<file path="src/shared/pcs_rx_defines.vh">
// Register map, field positions and state codes of the PCS receive slice.
// Included by the register bank and its buffer clock gate controller.
`ifndef PCS_RX_DEFINES_VH
`define PCS_RX_DEFINES_VH

// Register indices; the byte address on the bus is four times the index
`define REG_IDX_W 16
`define IDX_RECEIVE_FSM_STATE 16'hD30E
`define IDX_PCS_CONFIGURATION 16'hD400
`define IDX_RECEIVE_BUFFER_CONTROL 16'hD401

// Reset values
`define RST_RECEIVE_FSM_STATE 16'h0000
`define RST_PCS_CONFIGURATION 16'h0000
`define RST_RECEIVE_BUFFER_CONTROL 16'h0001

// Field positions and widths
`define STATE_CODE_W 5
`define STATE_CODE_MSB 4
`define BIT_REALTIME_ETHERNET_ENABLE 3
`define BIT_TRANSMIT_PATH_RESET 2
`define BIT_RECEIVE_PATH_RESET 1
`define BIT_RX_TO_TX_LOOPBACK 0
`define BIT_RECEIVE_BUFFER_INIT 1
`define BIT_RECEIVE_BUFFER_ENABLE 0

// Writable bit masks; everything else is reserved and reads zero
`define MASK_PCS_CONFIGURATION 16'h000F
`define MASK_RECEIVE_BUFFER_CONTROL 16'h0003

// Receive state machine codes
`define ST_RESET 5'h00
`define ST_LINK_FAILED 5'h01
`define ST_WAIT_COMMA 5'h02
`define ST_COMMA_SEEN 5'h03
`define ST_CONFIG_FIRST 5'h04
`define ST_CONFIG_SECOND 5'h05
`define ST_CONFIG_THIRD 5'h06
`define ST_DATA_INVALID 5'h07
`define ST_IDLE 5'h08
`define ST_FALSE_CARRIER 5'h09
`define ST_PACKET_BEGIN 5'h0A
`define ST_EARLY_END 5'h0B
`define ST_CLEAN_TERMINATION 5'h0C
`define ST_TERMINATION_EXTENDED 5'h0D
`define ST_TERMINATION_EXTENDED_ALT 5'h0E
`define ST_BURST_RECEIVE 5'h0F
`define ST_EXTEND_ERROR 5'h10
`define ST_DATA_ERROR 5'h11
`define ST_DATA_RECEIVE 5'h12

`endif

</file>
<file path="src/design/pcs_rx_regs.v">
// Register slice of the SGMII PCS receive side: state code and controls.
// Assumes a classic Wishbone master on clk_i and datapath signals that
// are already synchronous to clk_i.
//
// Contract
// - Receive state code readable, bits 4:0, read-only
// - Codes 0-3: reset, link fail, comma wait/seen
// - Codes 4-6: three configuration reception states
// - Codes 7-9: invalid, idle, false carrier
// - Codes 10-12: packet begin, early end, termination
// - Codes 13-15: extended terminations, burst receive
// - Codes 16-18: extend error, data error, data
// - Configuration bit 3 enables real-time Ethernet
// - Configuration bit 2 holds transmit path reset
// - Configuration bit 1 holds receive path reset
// - Configuration bit 0 loops receive into transmit
// - Buffer control bit 1 holds buffer initialized
// - Buffer disable waits for current transfer end
// - Buffer enable drives the buffer clock gate
`timescale 1ns/1ns
`include "pcs_rx_defines.vh"

module pcs_rx_regs #(
	parameter ADR_W = 18
) (
	input wire clk_i,
	input wire rst_i,
	// Wishbone classic slave
	input wire cyc_i,
	input wire stb_i,
	input wire we_i,
	input wire [ADR_W-1:0] adr_i,
	input wire [3:0] sel_i,
	input wire [31:0] dat_i,
	output wire [31:0] dat_o,
	output wire ack_o,
	// Receive datapath status
	input wire [4:0] rx_state_i,
	input wire rxb_busy_i,
	// Controls towards the PCS datapath
	output wire realtime_ethernet_enable_o,
	output wire transmit_path_reset_o,
	output wire receive_path_reset_o,
	output wire rx_to_tx_loopback_o,
	output wire receive_buffer_init_o,
	output wire receive_buffer_clock_en_o
);

	// Only codes the receive machine can take are reported
	function code_legal;
		input [4:0] code;
		begin
			case (code)
				`ST_RESET,
				`ST_LINK_FAILED,
				`ST_WAIT_COMMA,
				`ST_COMMA_SEEN,
				`ST_CONFIG_FIRST,
				`ST_CONFIG_SECOND,
				`ST_CONFIG_THIRD,
				`ST_DATA_INVALID,
				`ST_IDLE,
				`ST_FALSE_CARRIER,
				`ST_PACKET_BEGIN,
				`ST_EARLY_END,
				`ST_CLEAN_TERMINATION,
				`ST_TERMINATION_EXTENDED,
				`ST_TERMINATION_EXTENDED_ALT,
				`ST_BURST_RECEIVE,
				`ST_EXTEND_ERROR,
				`ST_DATA_ERROR,
				`ST_DATA_RECEIVE: begin
					code_legal = 1'b1;
				end
				default: begin
					code_legal = 1'b0;
				end
			endcase
		end
	endfunction

	// Merge a written word into a register by byte lane and field mask
	function [15:0] lane_merge;
		input [15:0] old_val;
		input [15:0] new_val;
		input [1:0] sel;
		input [15:0] mask;
		reg [15:0] lanes;
		begin
			lanes = {{8{sel[1]}}, {8{sel[0]}}} & mask;
			lane_merge = (old_val & ~lanes) | (new_val & lanes);
		end
	endfunction

	wire [`REG_IDX_W-1:0] idx;
	wire req;
	wire hit_state;
	wire hit_cfg;
	wire hit_rxb;
	wire wr_cfg;
	wire wr_rxb;
	wire gate_en;

	reg ack_q;
	reg [31:0] dat_q;
	reg [31:0] dat_d;
	reg [15:0] cfg_q;
	reg [15:0] rxb_ctl_q;
	reg [4:0] state_code_q;
	reg realtime_q;
	reg tx_reset_q;
	reg rx_reset_q;
	reg loopback_q;
	reg rxb_init_q;

	// Word index; the two low address bits select bytes, not registers
	assign idx = adr_i[`REG_IDX_W+1:2];
	// A new request is taken only while no answer is pending
	assign req = cyc_i & stb_i & ~ack_q;
	assign hit_state = (idx == `IDX_RECEIVE_FSM_STATE);
	assign hit_cfg = (idx == `IDX_PCS_CONFIGURATION);
	assign hit_rxb = (idx == `IDX_RECEIVE_BUFFER_CONTROL);
	// Writes to the state register are dropped, it is hardware owned
	assign wr_cfg = req & we_i & hit_cfg;
	assign wr_rxb = req & we_i & hit_rxb;

	// Single-cycle answer, dropped the cycle after it was given
	always @(posedge clk_i) begin
		if (rst_i) begin
			ack_q <= 1'b0;
		end else begin
			ack_q <= req;
		end
	end

	// Configuration register, reserved bits masked off
	always @(posedge clk_i) begin
		if (rst_i) begin
			cfg_q <= `RST_PCS_CONFIGURATION;
		end else if (wr_cfg) begin
			cfg_q <= lane_merge(cfg_q, dat_i[15:0], sel_i[1:0],
				`MASK_PCS_CONFIGURATION);
		end
	end

	// Buffer control register; enable comes up set after reset
	always @(posedge clk_i) begin
		if (rst_i) begin
			rxb_ctl_q <= `RST_RECEIVE_BUFFER_CONTROL;
		end else if (wr_rxb) begin
			rxb_ctl_q <= lane_merge(rxb_ctl_q, dat_i[15:0], sel_i[1:0],
				`MASK_RECEIVE_BUFFER_CONTROL);
		end
	end

	// Receive state capture. While the receive path is held in reset
	// the machine is in its reset state, so report that directly. An
	// illegal code from the datapath leaves the last good one standing,
	// which hides glitches at the cost of hiding a broken machine.
	always @(posedge clk_i) begin
		if (rst_i) begin
			state_code_q <= `ST_RESET;
		end else if (rx_reset_q) begin
			state_code_q <= `ST_RESET;
		end else if (code_legal(rx_state_i)) begin
			state_code_q <= rx_state_i;
		end
	end

	// Control outputs registered from the fields
	always @(posedge clk_i) begin
		if (rst_i) begin
			realtime_q <= 1'b0;
			tx_reset_q <= 1'b0;
			rx_reset_q <= 1'b0;
			loopback_q <= 1'b0;
			rxb_init_q <= 1'b0;
		end else begin
			realtime_q <= cfg_q[`BIT_REALTIME_ETHERNET_ENABLE];
			tx_reset_q <= cfg_q[`BIT_TRANSMIT_PATH_RESET];
			rx_reset_q <= cfg_q[`BIT_RECEIVE_PATH_RESET];
			loopback_q <= cfg_q[`BIT_RX_TO_TX_LOOPBACK];
			rxb_init_q <= rxb_ctl_q[`BIT_RECEIVE_BUFFER_INIT];
		end
	end

	// Read mux; unmapped addresses answer with zero
	always @* begin
		dat_d = 32'h00000000;
		if (hit_state) begin
			dat_d[`STATE_CODE_MSB:0] = state_code_q;
		end else if (hit_cfg) begin
			dat_d[15:0] = cfg_q & `MASK_PCS_CONFIGURATION;
		end else if (hit_rxb) begin
			dat_d[15:0] = rxb_ctl_q & `MASK_RECEIVE_BUFFER_CONTROL;
		end
	end

	// Read data sampled with a read request, held until the next read
	always @(posedge clk_i) begin
		if (rst_i) begin
			dat_q <= 32'h00000000;
		end else if (req && !we_i) begin
			dat_q <= dat_d;
		end
	end

	// Clock gate follows the enable but lets a transfer finish
	rxb_clock_gate_ctrl u_gate (
		.clk_i(clk_i),
		.rst_i(rst_i),
		.enable_req_i(rxb_ctl_q[`BIT_RECEIVE_BUFFER_ENABLE]),
		.busy_i(rxb_busy_i),
		.gate_en_o(gate_en),
		.draining_o()
	);

	assign dat_o = dat_q;
	assign ack_o = ack_q;
	assign realtime_ethernet_enable_o = realtime_q;
	assign transmit_path_reset_o = tx_reset_q;
	assign receive_path_reset_o = rx_reset_q;
	assign rx_to_tx_loopback_o = loopback_q;
	assign receive_buffer_init_o = rxb_init_q;
	assign receive_buffer_clock_en_o = gate_en;

endmodule // pcs_rx_regs

</file>
<file path="src/design/rxb_clock_gate_ctrl.v">
// Receive buffer clock gate controller.
// Assumes busy_i comes from datapath logic on the same clock.
`timescale 1ns/1ns
`include "pcs_rx_defines.vh"

module rxb_clock_gate_ctrl (
	input wire clk_i,
	input wire rst_i,
	input wire enable_req_i,
	input wire busy_i,
	output wire gate_en_o,
	output wire draining_o
);

	localparam [1:0] S_ON = 2'b00;
	localparam [1:0] S_DRAIN = 2'b01;
	localparam [1:0] S_OFF = 2'b10;

	reg [1:0] state_q;
	reg [1:0] state_d;
	reg gate_en_q;

	// Next state; a transfer in flight keeps the clock running
	always @* begin
		state_d = state_q;
		case (state_q)
			S_ON: begin
				if (!enable_req_i) begin
					state_d = busy_i ? S_DRAIN : S_OFF;
				end
			end
			S_DRAIN: begin
				if (enable_req_i) begin
					state_d = S_ON;
				end else if (!busy_i) begin
					state_d = S_OFF;
				end
			end
			S_OFF: begin
				if (enable_req_i) begin
					state_d = S_ON;
				end
			end
			default: begin
				state_d = S_ON;
			end
		endcase
	end

	// Gate enable registered so the gating cell sees a clean level
	always @(posedge clk_i) begin
		if (rst_i) begin
			state_q <= S_ON;
			gate_en_q <= 1'b1;
		end else begin
			state_q <= state_d;
			gate_en_q <= (state_d != S_OFF);
		end
	end

	assign gate_en_o = gate_en_q;
	assign draining_o = (state_q == S_DRAIN);

endmodule // rxb_clock_gate_ctrl

</file>
<file path="config.mk">
export PLATFORM = sky130hd
export DESIGN_NAME = pcs_rx_regs
export DESIGN_NICKNAME = d
export VERILOG_FILES = /design/src/design/pcs_rx_regs.v /design/src/design/rxb_clock_gate_ctrl.v
export VERILOG_INCLUDE_DIRS = /design/src /design/src/shared
export SDC_FILE = /design/constraint.sdc
export NUM_CORES = 1
export LEC_CHECK = 0
export BUFFER_PORTS_ARGS = -buffer_cell sky130_fd_sc_hd__clkbuf_2
export CORE_MARGIN = 3
export CORE_UTILIZATION = 41
export DETAILED_ROUTE_END_ITERATION = 12
export GPL_TIMING_DRIVEN = 0
export PLACE_DENSITY = 0.85
export SYNTH_ARGS = -nofsm -noshare
export SYNTH_HDL_FRONTEND = slang
export SYNTH_SLANG_ARGS = --single-unit
</file>
<file path="constraint.sdc">
create_clock -name clk_i -period 2.87 [get_ports clk_i]
set_input_delay 0.7175 -clock clk_i [delete_from_list [all_inputs] [get_ports clk_i]]
set_output_delay 0.7175 -clock clk_i [all_outputs]
set_load 0.05 [all_outputs]
</file>
* After elaboration in Yosys (flattened, before gate mapping)
Memory sizes are Yosys's and may differ from the RTL's. Index checks and enable logic that the tools add are counted.
Word-level totals: register bits after elaboration 62, bits in read-only memories 32, bits of input ports 65, output and inout port bits 39, logic and storage cells 49, memories 1
Memories:
- (no name shown) | depth 32, width 1, rd ports 1, clocked after Yosys merged registers in 0, wr ports 0, line pcs_rx_regs.v:53 | case (code)
Cells by class: equal/unequal tests 6, muxes and demuxes 12, bitwise gates (word level) 14, reductions and logical operators 4
Operator list (number):
- 16-bit equality test (second input constant) | 3
- 16-bit AND | 2
- 16-bit OR | 2
- 16-bit by 2-bit AND with 16-bit output | 1
- 16-bit by 4-bit AND with 16-bit output | 1
- 16-bit 2-to-1 mux | 1
- 2-bit inverter with 16-bit output | 1
- 4-bit inverter with 16-bit output | 1
- 2-bit 2-to-1 mux | 6
- 11-bit 2-to-1 mux | 1
- 2-bit one-hot mux with 3 select lines | 1
- 1-bit AND | 5
- 5-bit 2-to-1 mux | 1
- 2-bit by 1-bit equality test with 1-bit output (second input constant) | 1
- 2-bit equality test (second input constant) | 1
- 2-bit zero test | 1
- 1-bit 2-to-1 mux | 2
- 2-bit inequality test (second input constant) | 1
- 2-bit OR reduction | 1
- 1-bit logical AND | 1
- 1-bit zero test | 1
- 1-bit inverter | 1

* Depth between registers and ports, before layout
Gate-level depths: netlist of run 1.
depth after elaboration 4, mapped depth 5, gate-level depth less buffers 4

* By module
Synthesis of run 1 repeated with hierarchy kept, for this count alone.
Second synthesis, totals: cells, all modules 134, area, all modules 1263.7 µm²
By module, submodules not included:
- pcs_rx_regs | times used 1, cells each 124, area each 1157.4 µm², seq. area each 440.4 µm²
- rxb_clock_gate_ctrl | times used 1, cells each 10, area each 106.4 µm², seq. area each 60.1 µm²

* Worst setup path before layout of run 1
No wires, ideal clock.
kind input to register, from in adr_i[11], to reg (tool-made name), library setup time 0.121 ns, arrival time 1.969 ns, required time 2.749 ns, slack 0.779 ns, stages 5, path buffers 1, cells stage by stage nor4b_4 -> and3b_1 -> or3b_1 -> buf_6 -> mux2_4
RTL lines:
- start: declaration | line pcs_rx_regs.v:32 | input wire [ADR_W-1:0] adr_i,

==> results of run 1 <==
-- per-stage QoR --
step	cells	total power [uW]	util [%]	instance area, sq um
3_3_place_gp	231	524.7	56.61	1602
3_5_place_dp	231	525.5	56.61	1602
4_1_cts	235	677.4	57.54	1628
6_report	235	673.6	57.54	1628
5_1_grt	235	701.8	57.54	1628
2_1_floorplan	157	495.1	-	1348
-- power by group through the flow --
| stage | clock, uW | sequential, uW | combinational (uW) |
|---|---|---|---|
| 6_report | 155 | 354 | 165 |
| 5_1_grt | 170 | 355 | 177 |
| 4_1_cts | 159 | 354 | 164 |
| 3_5_place_dp | 0 | 362 | 164 |
| 3_3_place_gp | 0 | 362 | 163 |
| 2_1_floorplan | 0 | 363 | 132 |
-- cell usage after synthesis (2+ instances only) --
| library cell | n |
|---|---|
| buf_4 | 27 |
| nand3_1 | 2 |
| a22oi_1 | 4 |
| nor2b_1 | 7 |
| inv_1 | 4 |
| nand2b_1 | 3 |
| nand2_1 | 10 |
| mux2_2 | 2 |
| dfxtp_1 | 25 |
| a211o_1 | 2 |
| and3b_1 | 2 |
| nor4_1 | 2 |
| nor4b_1 | 2 |
| o21ai_0 | 5 |
| mux2_4 | 3 |
| and2b_1 | 2 |
| buf_6 | 3 |
| nor2_1 | 4 |
| or3_1 | 2 |
| mux2i_1 | 4 |
| nor3_1 | 6 |
-- metal layers --
metal	share of wire (%)	global-route usage, %	wire [microns]	up-vias
met5	0	0	0	-
met4	0.89	3.715	21	0
met3	10	5.031	237	4
met2	48	23.11	1126	42
met1	41	14.78	967	417
li1	-	-	-	540
-- how the worst max path moves through the flow --
stage / from / end / slack, ns
after global routing: adr_i[13] / flop / 0.84
after global placement: adr_i[11] / flop / 0.58
after floorplan: adr_i[11] / flop / 0.78
final: adr_i[11] / flop / 0.90
after detailed placement: adr_i[11] / flop / 0.57
after CTS: adr_i[11] / flop / 0.92
-- worst reg2reg max path, stage by stage (launching register included) --
cell	delay (ns)
dfxtp_1	0.34
and3b_2	0.26
nand4_1	0.20
or3b_1	0.42
buf_6	0.14
mux2_4	0.28
-- cell type report --
class                      instances  share of cell area (%)
sequential                        25                   30.75
multi-input combinational         98                   36.59
tap                               31                   2.383
timing repair buffer              43                   13.22
clock buffer                       4                   1.614
inverter                           4                  0.9224
buffer                            30                   14.53
-- logic make-up (layout without fill, tap and decap cells) --
logic type             after synthesis  count (layout)
AND/OR/NAND/NOR                     48              48
buffers and inverters               34              81
multiplexers                         9               9
AO/OA/AOI/OAI                       14              14
other                                1              27
flip-flops                          25              25
-- cells in the final DEF (no fill, tap or decap), drive strengths merged, types with 4 or more instances in the layout --
| cell type | n |
|---|---|
| clkbuf | 47 |
| inv | 4 |
| nor2b | 7 |
| dfxtp | 25 |
| nor2 | 4 |
| nand2 | 10 |
| mux2i | 4 |
| mux2 | 5 |
| buf | 30 |
| conb | 27 |
| nor3 | 6 |
| o21ai | 5 |
| a22oi | 4 |
==> results.yml, run 1 <==
power:
  net-switching-power_uw: 211.2
  combinationalPowerShare_pct: 24.5
  power_internal_uw: 462.4
  p_sw_share_pct: 31.36
  powerDensity_mw_per_mm2: 413.8
  peakVddDrop_mv: 0.3379
  cellLeakagePower_uw: 0.0008720
  share_clk_of_total_power_pct: 23.0
  pwr-share-seq_pct: 52.6
worst_hold_path:
  hold_class: "reg -> reg"
  whs_path_depth: 2
  min-delay-start: "dat_o[3]"
  min_to: "dat_o[3]"
sta:
  final_max_slew_viol_count: 0
  fin_skew_ns: 0.001075
  transition_time_at_the_pin_with_the_least_slew_margin_ns: 0.5335
  fmax_ghz: 0.5075
  period_share_pct: 68.65
  timing.setup.tns_ns: 0
  timing.max_slew.rel_slack_pct: 64.16
  whs_ns: 0.4693
  final_hold_viol_count: 0
  timing.final.setup_violations: 0
  fin_ws_ns: 0.8996
  min_period_ns: 1.970
  grt_setup_unrepaired: "false"
detailed_routing:
  drt_pre_antenna_iters: 4
  drt_wl_total_mm: 2.352
  drt_first_iter_violations: 11
  route.detailed.wl_per_inst_microns: 10.01
  vias_cell: 4.268
  route.antenna.remaining_nets: 0
  dr_total_vias: 1003
  drcViolationCount: 0
placed_design:
  globalplace.congestion: 0.7537
  portBuffers: 43
  dpl_worst_slack_ns: 0.5666
  detailedPlacementHpwl_mm: 2.020
final_layout:
  antenna_cells_inserted: 0
  syn_to_final_growth_pct: 30.23
  nNetsFinal: 270
  filler_cell_count: 254
  ff_latch_area_sq_um: 500.5
  multi_input_comb_area_sq_um: 595.6
  layout_cell_share_with_drive_strength_beyond_1_pct: 41.18
setup_path:
  path_delay_family: "simple AND/OR/NAND/NOR gates"
  cp-start-kind: "input pin"
  critical_path_arrival_ns: 2.19
  ff2ff_path_depth: 5
  worstSetupEndpointType: "flop"
  critical_path_buf_inv_count: 2
  critical_path_depth: 6
  crit_path_max_fanout: 4
  critical_path.reg2reg.startpoint: "ack_o"
  critical-path-max-stage-delay_ns: 0.37
  worst-endpoint-required_ns: 3.09
  timing.critical_path.slowest_stage_cell: "or3b_1"
  cell_chain_critical_path: "clkbuf_2 -> nor4b_4 -> and3b_1 -> or3b_1 -> buf_6 -> mux2_4"
  worst-r2r-setup-slack_ns: 1.15
  worst-setup-path-type: "in -> reg"
synth:
  synthFlopType: "dfxtp_1"
  synth_top_family_by_area: "simple AND/OR/NAND/NOR gates"
  ys_async_sr_fraction_pct: 0
  netlist.top_cell.by_area: "dfxtp_1"
  syn_avg_cell_area_sq_um: 9.542
  post_synth_mux_area_share_pct: 8.609
  synth_area_leaders: "dfxtp_1, buf_4, mux2_4"
  synthesized_instance_count: 131
  synth_enable_flop_cells: 0
  fraction_of_the_mapped_netlist_area_in_simple_logic_gates_pct: 23.62
  synth_xor_area_share_pct: 0
  synth_area_sq_mm: 0.001250
  synth_compound_gate_area_share_pct: 7.307
  synth_top_area_share_pct: 40.04
  synth_seq_cells: 25
  synth-warning-count: 0
  netlist-cell-type-count: 31
  share_of_the_yosys_chip_area_belonging_to_registers_pct: 40.04
  adder_cell_area_share_of_the_yosys_netlist_pct: 0
global_routing:
  first_pass_grt_wire_length_mm: 3.615
  grt_max_degree: 14
  number_of_antenna_violations_at_the_first_check_in_global_routing: 0
  vias_in_the_first_global_route: 904
  gr-total-overflow: 0
  grt_util_all_layers_pct: 13.16
flow_run:
  cap_violations: 0
clocking:
  clock_tree.htree_level_count: 1
  cts_root_buf: "clkbuf_4"
  cts_post_setup_buffers_inserted: 0
  cts.sink_count: 25
  cts_hold_buf: 0
  tritoncts.num_buffers: 3
  ctsLongestPathBuffers: 2
  cts_tree: "yes"
  worst_setup_hold_path_clk_slew_ns: 0.13
  clock_latency_ns: 0.31
  cts_repair_resize_count: 0
floorplan:
  die-height_microns: 61.22
  initial_core_util_pct: 44.18
  num_io_pins: 104
  floorplan.rows: 19
  fp.dieW_microns: 61.22
  die_area_sq_mm: 0.003747
  coreArea_sq_mm: 0.002829
outcome:
  status: "complete, no violations"
(Power assumes the default switching activity.)
==> inputs of run 2 (changes only) <==
- CORE_UTILIZATION: 41 -> 38
- PLACE_DENSITY: 0.85 -> 0.79
- clock period: 2.87 -> 1.95 ns (I/O delays scaled with it)
==> results.yml, run 2 (synthesis results as in run 1) <==
setup_path:
  cp-start-kind: "input pin"
  crit_path_max_fanout: 4
  worst-setup-path-type: "in -> reg"
  critical_path_arrival_ns: 1.96
  worst-endpoint-required_ns: 2.16
  ff2ff_path_depth: 5
  worstSetupEndpointType: "flop"
sta:
  final_hold_viol_count: 0
  period_share_pct: 89.42
  grt_setup_unrepaired: "false"
  timing.final.setup_violations: 0
  timing.max_slew.rel_slack_pct: 59.22
  transition_time_at_the_pin_with_the_least_slew_margin_ns: 0.6070
  fmax_ghz: 0.5735
  min_period_ns: 1.744
  final_max_slew_viol_count: 0
  fin_skew_ns: 0.003395
clocking:
  cts_post_setup_buffers_inserted: 0
  cts_repair_resize_count: 0
  clock_tree.htree_level_count: 1
  ctsLongestPathBuffers: 2
  worst_setup_hold_path_clk_slew_ns: 0.13
  clock_latency_ns: 0.30
  cts_hold_buf: 0
  cts.sink_count: 25
  cts_root_buf: "clkbuf_4"
  cts_tree: "yes"
  tritoncts.num_buffers: 3
detailed_routing:
  drt_first_iter_violations: 26
  drt_pre_antenna_iters: 4
  drcViolationCount: 0
  route.antenna.remaining_nets: 0
  drt_wl_total_mm: 2.318
  dr_total_vias: 1003
  route.detailed.wl_per_inst_microns: 9.347
  vias_cell: 4.044
placed_design:
  portBuffers: 43
  globalplace.congestion: 0.8395
  place_inst: 244
  detailedPlacementHpwl_mm: 2.019
floorplan:
  coreArea_sq_mm: 0.003103
  fp.dieW_microns: 63.35
  initial_core_util_pct: 40.28
  num_io_pins: 104
  floorplan.rows: 20
  die-height_microns: 63.35
  die_area_sq_mm: 0.004013
global_routing:
  first_pass_grt_wire_length_mm: 3.719
  grt_max_degree: 15
  number_of_antenna_violations_at_the_first_check_in_global_routing: 0
  grt_util_all_layers_pct: 11.52
  vias_in_the_first_global_route: 880
  gr-total-overflow: 0
power:
  cellLeakagePower_uw: 0.0008748
  powerDensity_mw_per_mm2: 599.4
  power_internal_uw: 677.0
  pwr-share-seq_pct: 52.9
  combinationalPowerShare_pct: 24.6
  peakVddDrop_mv: 0.2098
  p_sw_share_pct: 31.36
  share_clk_of_total_power_pct: 22.5
  net-switching-power_uw: 309.3
final_layout:
  final_cell_mix: "clkbuf_2, buf_4, conb_1, dfxtp_1, nand2_1"
  layout.cells.most_common: "clkbuf_2"
  layout_cell_share_with_drive_strength_beyond_1_pct: 41.67
  nNetsFinal: 270
  utilization_pct: 53.02
  syn_to_final_growth_pct: 31.63
  number_of_standard_cells_in_the_layout_taps_in_and_fillers_out: 248
  filler_cell_count: 306
  antenna_cells_inserted: 0
worst_hold_path:
  hold_class: "in -> reg"
  whs_path_depth: 3
outcome:
  status: "complete, no violations"
flow_run:
  cap_violations: 0
[run 2: cell count changes in the layout (fill, tap and decap cells not counted), sizes merged]
cell    change
clkbuf      -1
clkinv      +1
[run 2: path summary, 6_finish.rpt]
check,startpoint,endpoint,slack [ns]
max,adr_i[11],flop,0.21
min,rxb_busy_i,u_gate.state_q[0],0.41
max reg2reg,ack_o,flop,0.21
min reg2reg,dat_o[3],dat_o[3],0.47
[run 2: power groups by stage]
| stage | Sequential [uW] | Clock, uW | Combinational, uW |
|---|---|---|---|
| CTS | 521 | 229 | 242 |
| global placement | 533 | 0 | 241 |
| floorplan | 534 | 0 | 194 |
| finish | 521 | 222 | 243 |
| global route | 522 | 251 | 260 |
| detailed placement | 533 | 0 | 242 |
[run 2: per-layer routing]
metal	global-route usage [%]	up-vias	share of wire [%]
li1	-	545	-
met1	13.50	420	41
met2	20.47	36	51
met3	3.565	2	7.5
met4	2.426	0	0.52
met5	0	-	0
[run 2: cell type report]
cell class / count / area (sq um) / area share [%]
Multi-Input combinational cell: 98 / 595.6 / 36.20
Sequential cell: 25 / 500.5 / 30.42
Buffer: 30 / 236.5 / 14.37
Timing Repair Buffer: 43 / 215.2 / 13.08
Tap cell: 44 / 55.05 / 3.346
Clock buffer: 3 / 22.52 / 1.369
Inverter: 4 / 15.01 / 0.9125
Clock inverter: 1 / 5.005 / 0.3042
[run 2: metrics by stage]
step | setup WS, ns | TNS, ns | total power (uW) | instance area (sq um) | hold WS, ns
finish | 0.2064 | 0 | 986.2 | 1645 | 0.4101
CTS | 0.2011 | 0 | 992.6 | 1645 | 0.4100
global route | 0.07464 | 0 | 1033 | 1645 | 0.3990
floorplan | 0.08940 | 0 | 728.7 | 1348 | 0.4228
detailed placement | -0.1339 | -0.3911 | 774.6 | 1618 | 0.4460
global placement | -0.1224 | -0.3667 | 773.6 | 1618 | 0.4374
[run 2: worst max-delay path, cell delays in order]
cell and delay (ns):
clkbuf_2 0.11, nor4b_4 0.30, and3b_1 0.25, or3b_1 0.37, buf_6 0.14, mux2_4 0.29
==> inputs of run 3 (changes only) <==
- GPL_TIMING_DRIVEN: 0 -> unset
==> results.yml, run 3 (synthesis results as in run 1) <==
detailed_routing:
  routedLengthMet1_microns: 896
  dr_wl_met3_microns: 199
  drcViolationCount: 0
  dr_total_vias: 956
  drt_wl_total_mm: 2.221
  drt_first_iter_violations: 23
  route.antenna.remaining_nets: 0
  route.detailed.wl_per_inst_microns: 9.915
  dr_wl_met2_mm: 1.107
  drt_pre_antenna_iters: 2
  top_routing_layer_in_use: "met4"
  vias_cell: 4.268
setup_path:
  worst-setup-path-type: "reg -> reg"
  cp-start-kind: "flop"
  cell_chain_critical_path: "and3b_2 -> nand4_1 -> or3b_1 -> mux2_4"
  critical_path_buf_inv_count: 0
  path_delay_family: "simple AND/OR/NAND/NOR gates"
  crit_path_max_fanout: 4
  critical_path_arrival_ns: 1.90
  worst-endpoint-required_ns: 2.16
  timing.critical_path.slowest_stage_cell: "or3b_1"
  critical-path-max-stage-delay_ns: 0.50
  worstSetupEndpointType: "flop"
global_routing:
  vias_in_the_first_global_route: 861
  grt_max_degree: 21
  grt_util_all_layers_pct: 11.20
  first_pass_grt_wire_length_mm: 3.636
  number_of_antenna_violations_at_the_first_check_in_global_routing: 0
  gr-total-overflow: 0
final_layout:
  nNetsFinal: 246
  number_of_standard_cells_in_the_layout_taps_in_and_fillers_out: 224
  final_area_sq_mm: 0.001454
  syn_to_final_growth_pct: 16.32
  layout.cells.most_common: "clkbuf_2"
  layout_cell_share_with_drive_strength_beyond_1_pct: 33.89
  filler_cell_count: 312
  utilization_pct: 46.85
  antenna_cells_inserted: 0
  final_cell_mix: "clkbuf_2, conb_1, dfxtp_1, nand2_1, nor2b_1"
power:
  cellLeakagePower_uw: 0.0007381
  net-switching-power_uw: 302.0
  peakVddDrop_mv: 0.2066
  power_internal_uw: 637.0
  combinationalPowerShare_pct: 20.8
  share_clk_of_total_power_pct: 23.7
  p_sw_share_pct: 32.16
  pwr-share-seq_pct: 55.5
  powerDensity_mw_per_mm2: 645.8
clocking:
  clock_tree.htree_level_count: 1
  cts_root_buf: "clkbuf_4"
  cts_repair_resize_count: 0
  tritoncts.num_buffers: 3
  ctsLongestPathBuffers: 2
  clock_latency_ns: 0.31
  cts_hold_buf: 0
  cts_post_setup_buffers_inserted: 0
  cts.sink_count: 25
  worst_setup_hold_path_clk_slew_ns: 0.13
  cts_tree: "yes"
sta:
  timing.final.setup_violations: 0
  whs_ns: 0.4155
  grt_setup_unrepaired: "false"
  final_max_slew_viol_count: 0
  fmax_ghz: 0.5923
  period_share_pct: 86.59
  min_period_ns: 1.688
  fin_skew_ns: 0.006422
  final_hold_viol_count: 0
floorplan:
  die-height_microns: 63.35
  initial_core_util_pct: 40.28
  floorplan.rows: 20
  die_area_sq_mm: 0.004013
  coreArea_sq_mm: 0.003103
  num_io_pins: 104
  fp.dieW_microns: 63.35
placed_design:
  portBuffers: 43
  place_inst: 220
  globalplace.congestion: 0.7678
  placed_cell_area_sq_mm: 0.001426
  detailedPlacementHpwl_mm: 1.858
outcome:
  status: "complete, no violations"
worst_hold_path:
  hold_class: "in -> reg"
flow_run:
  cap_violations: 0
## run 3: changes by cell type in the layout (fill, tap and decap cells not counted), sizes merged
cell | previous run | this run
buf | 30 | 6
## run 3: routing by layer
metal | vias to the layer above | track usage (%)
met3 | 4 | 3.743
met4 | 0 | 3.235
met2 | 37 | 18.77
met5 | - | 0
li1 | 494 | -
met1 | 421 | 13.55
## run 3: layout make-up
cell class                      instances  area, sq um  area share, %
Inverter                                4        15.01          1.033
Tap cell                               44        55.05          3.787
Multi-Input combinational cell         98        595.6          40.96
Sequential cell                        25        500.5          34.42
Timing Repair Buffer                   49        260.3          17.90
Clock inverter                          1        5.005         0.3442
Clock buffer                            3        22.52          1.549
## run 3: worst reg2reg max path, stage by stage, from the launching register on
cell     delay, ns
dfxtp_1       0.34
and3b_2       0.27
nand4_1       0.15
or3b_1        0.50
mux2_4        0.33
## run 3: power by group through the flow
stage	sequential, uW	clock [uW]	combinational, uW
floorplan	534	0	194
global placement	533	0	194
detailed placement	533	0	194
CTS	521	232	195
global route	522	251	208
finish	521	223	195
## run 3: path summary, 6_finish.rpt
kind / start / endpoint / slack [ns] / depth (start not counted)
worst max-delay path: ack_o / flop / 0.26 / 4
worst min-delay path: rxb_busy_i / u_gate.state_q[0] / 0.42 / 3
worst max register to register: ack_o / flop / 0.26 / 4
worst min register to register: dat_o[4] / dat_o[4] / 0.47 / 2
## run 3: per-stage QoR
stage	setup slack [ns]	setup TNS (ns)	total power, uW
after floorplan	0.08940	0	728.7
after global placement	-0.07752	-0.2888	726.5
after detailed placement	-0.08266	-0.2997	727.0
after CTS	0.2580	0	947.8
after global routing	0.1551	0	981.3
final	0.2615	0	938.9
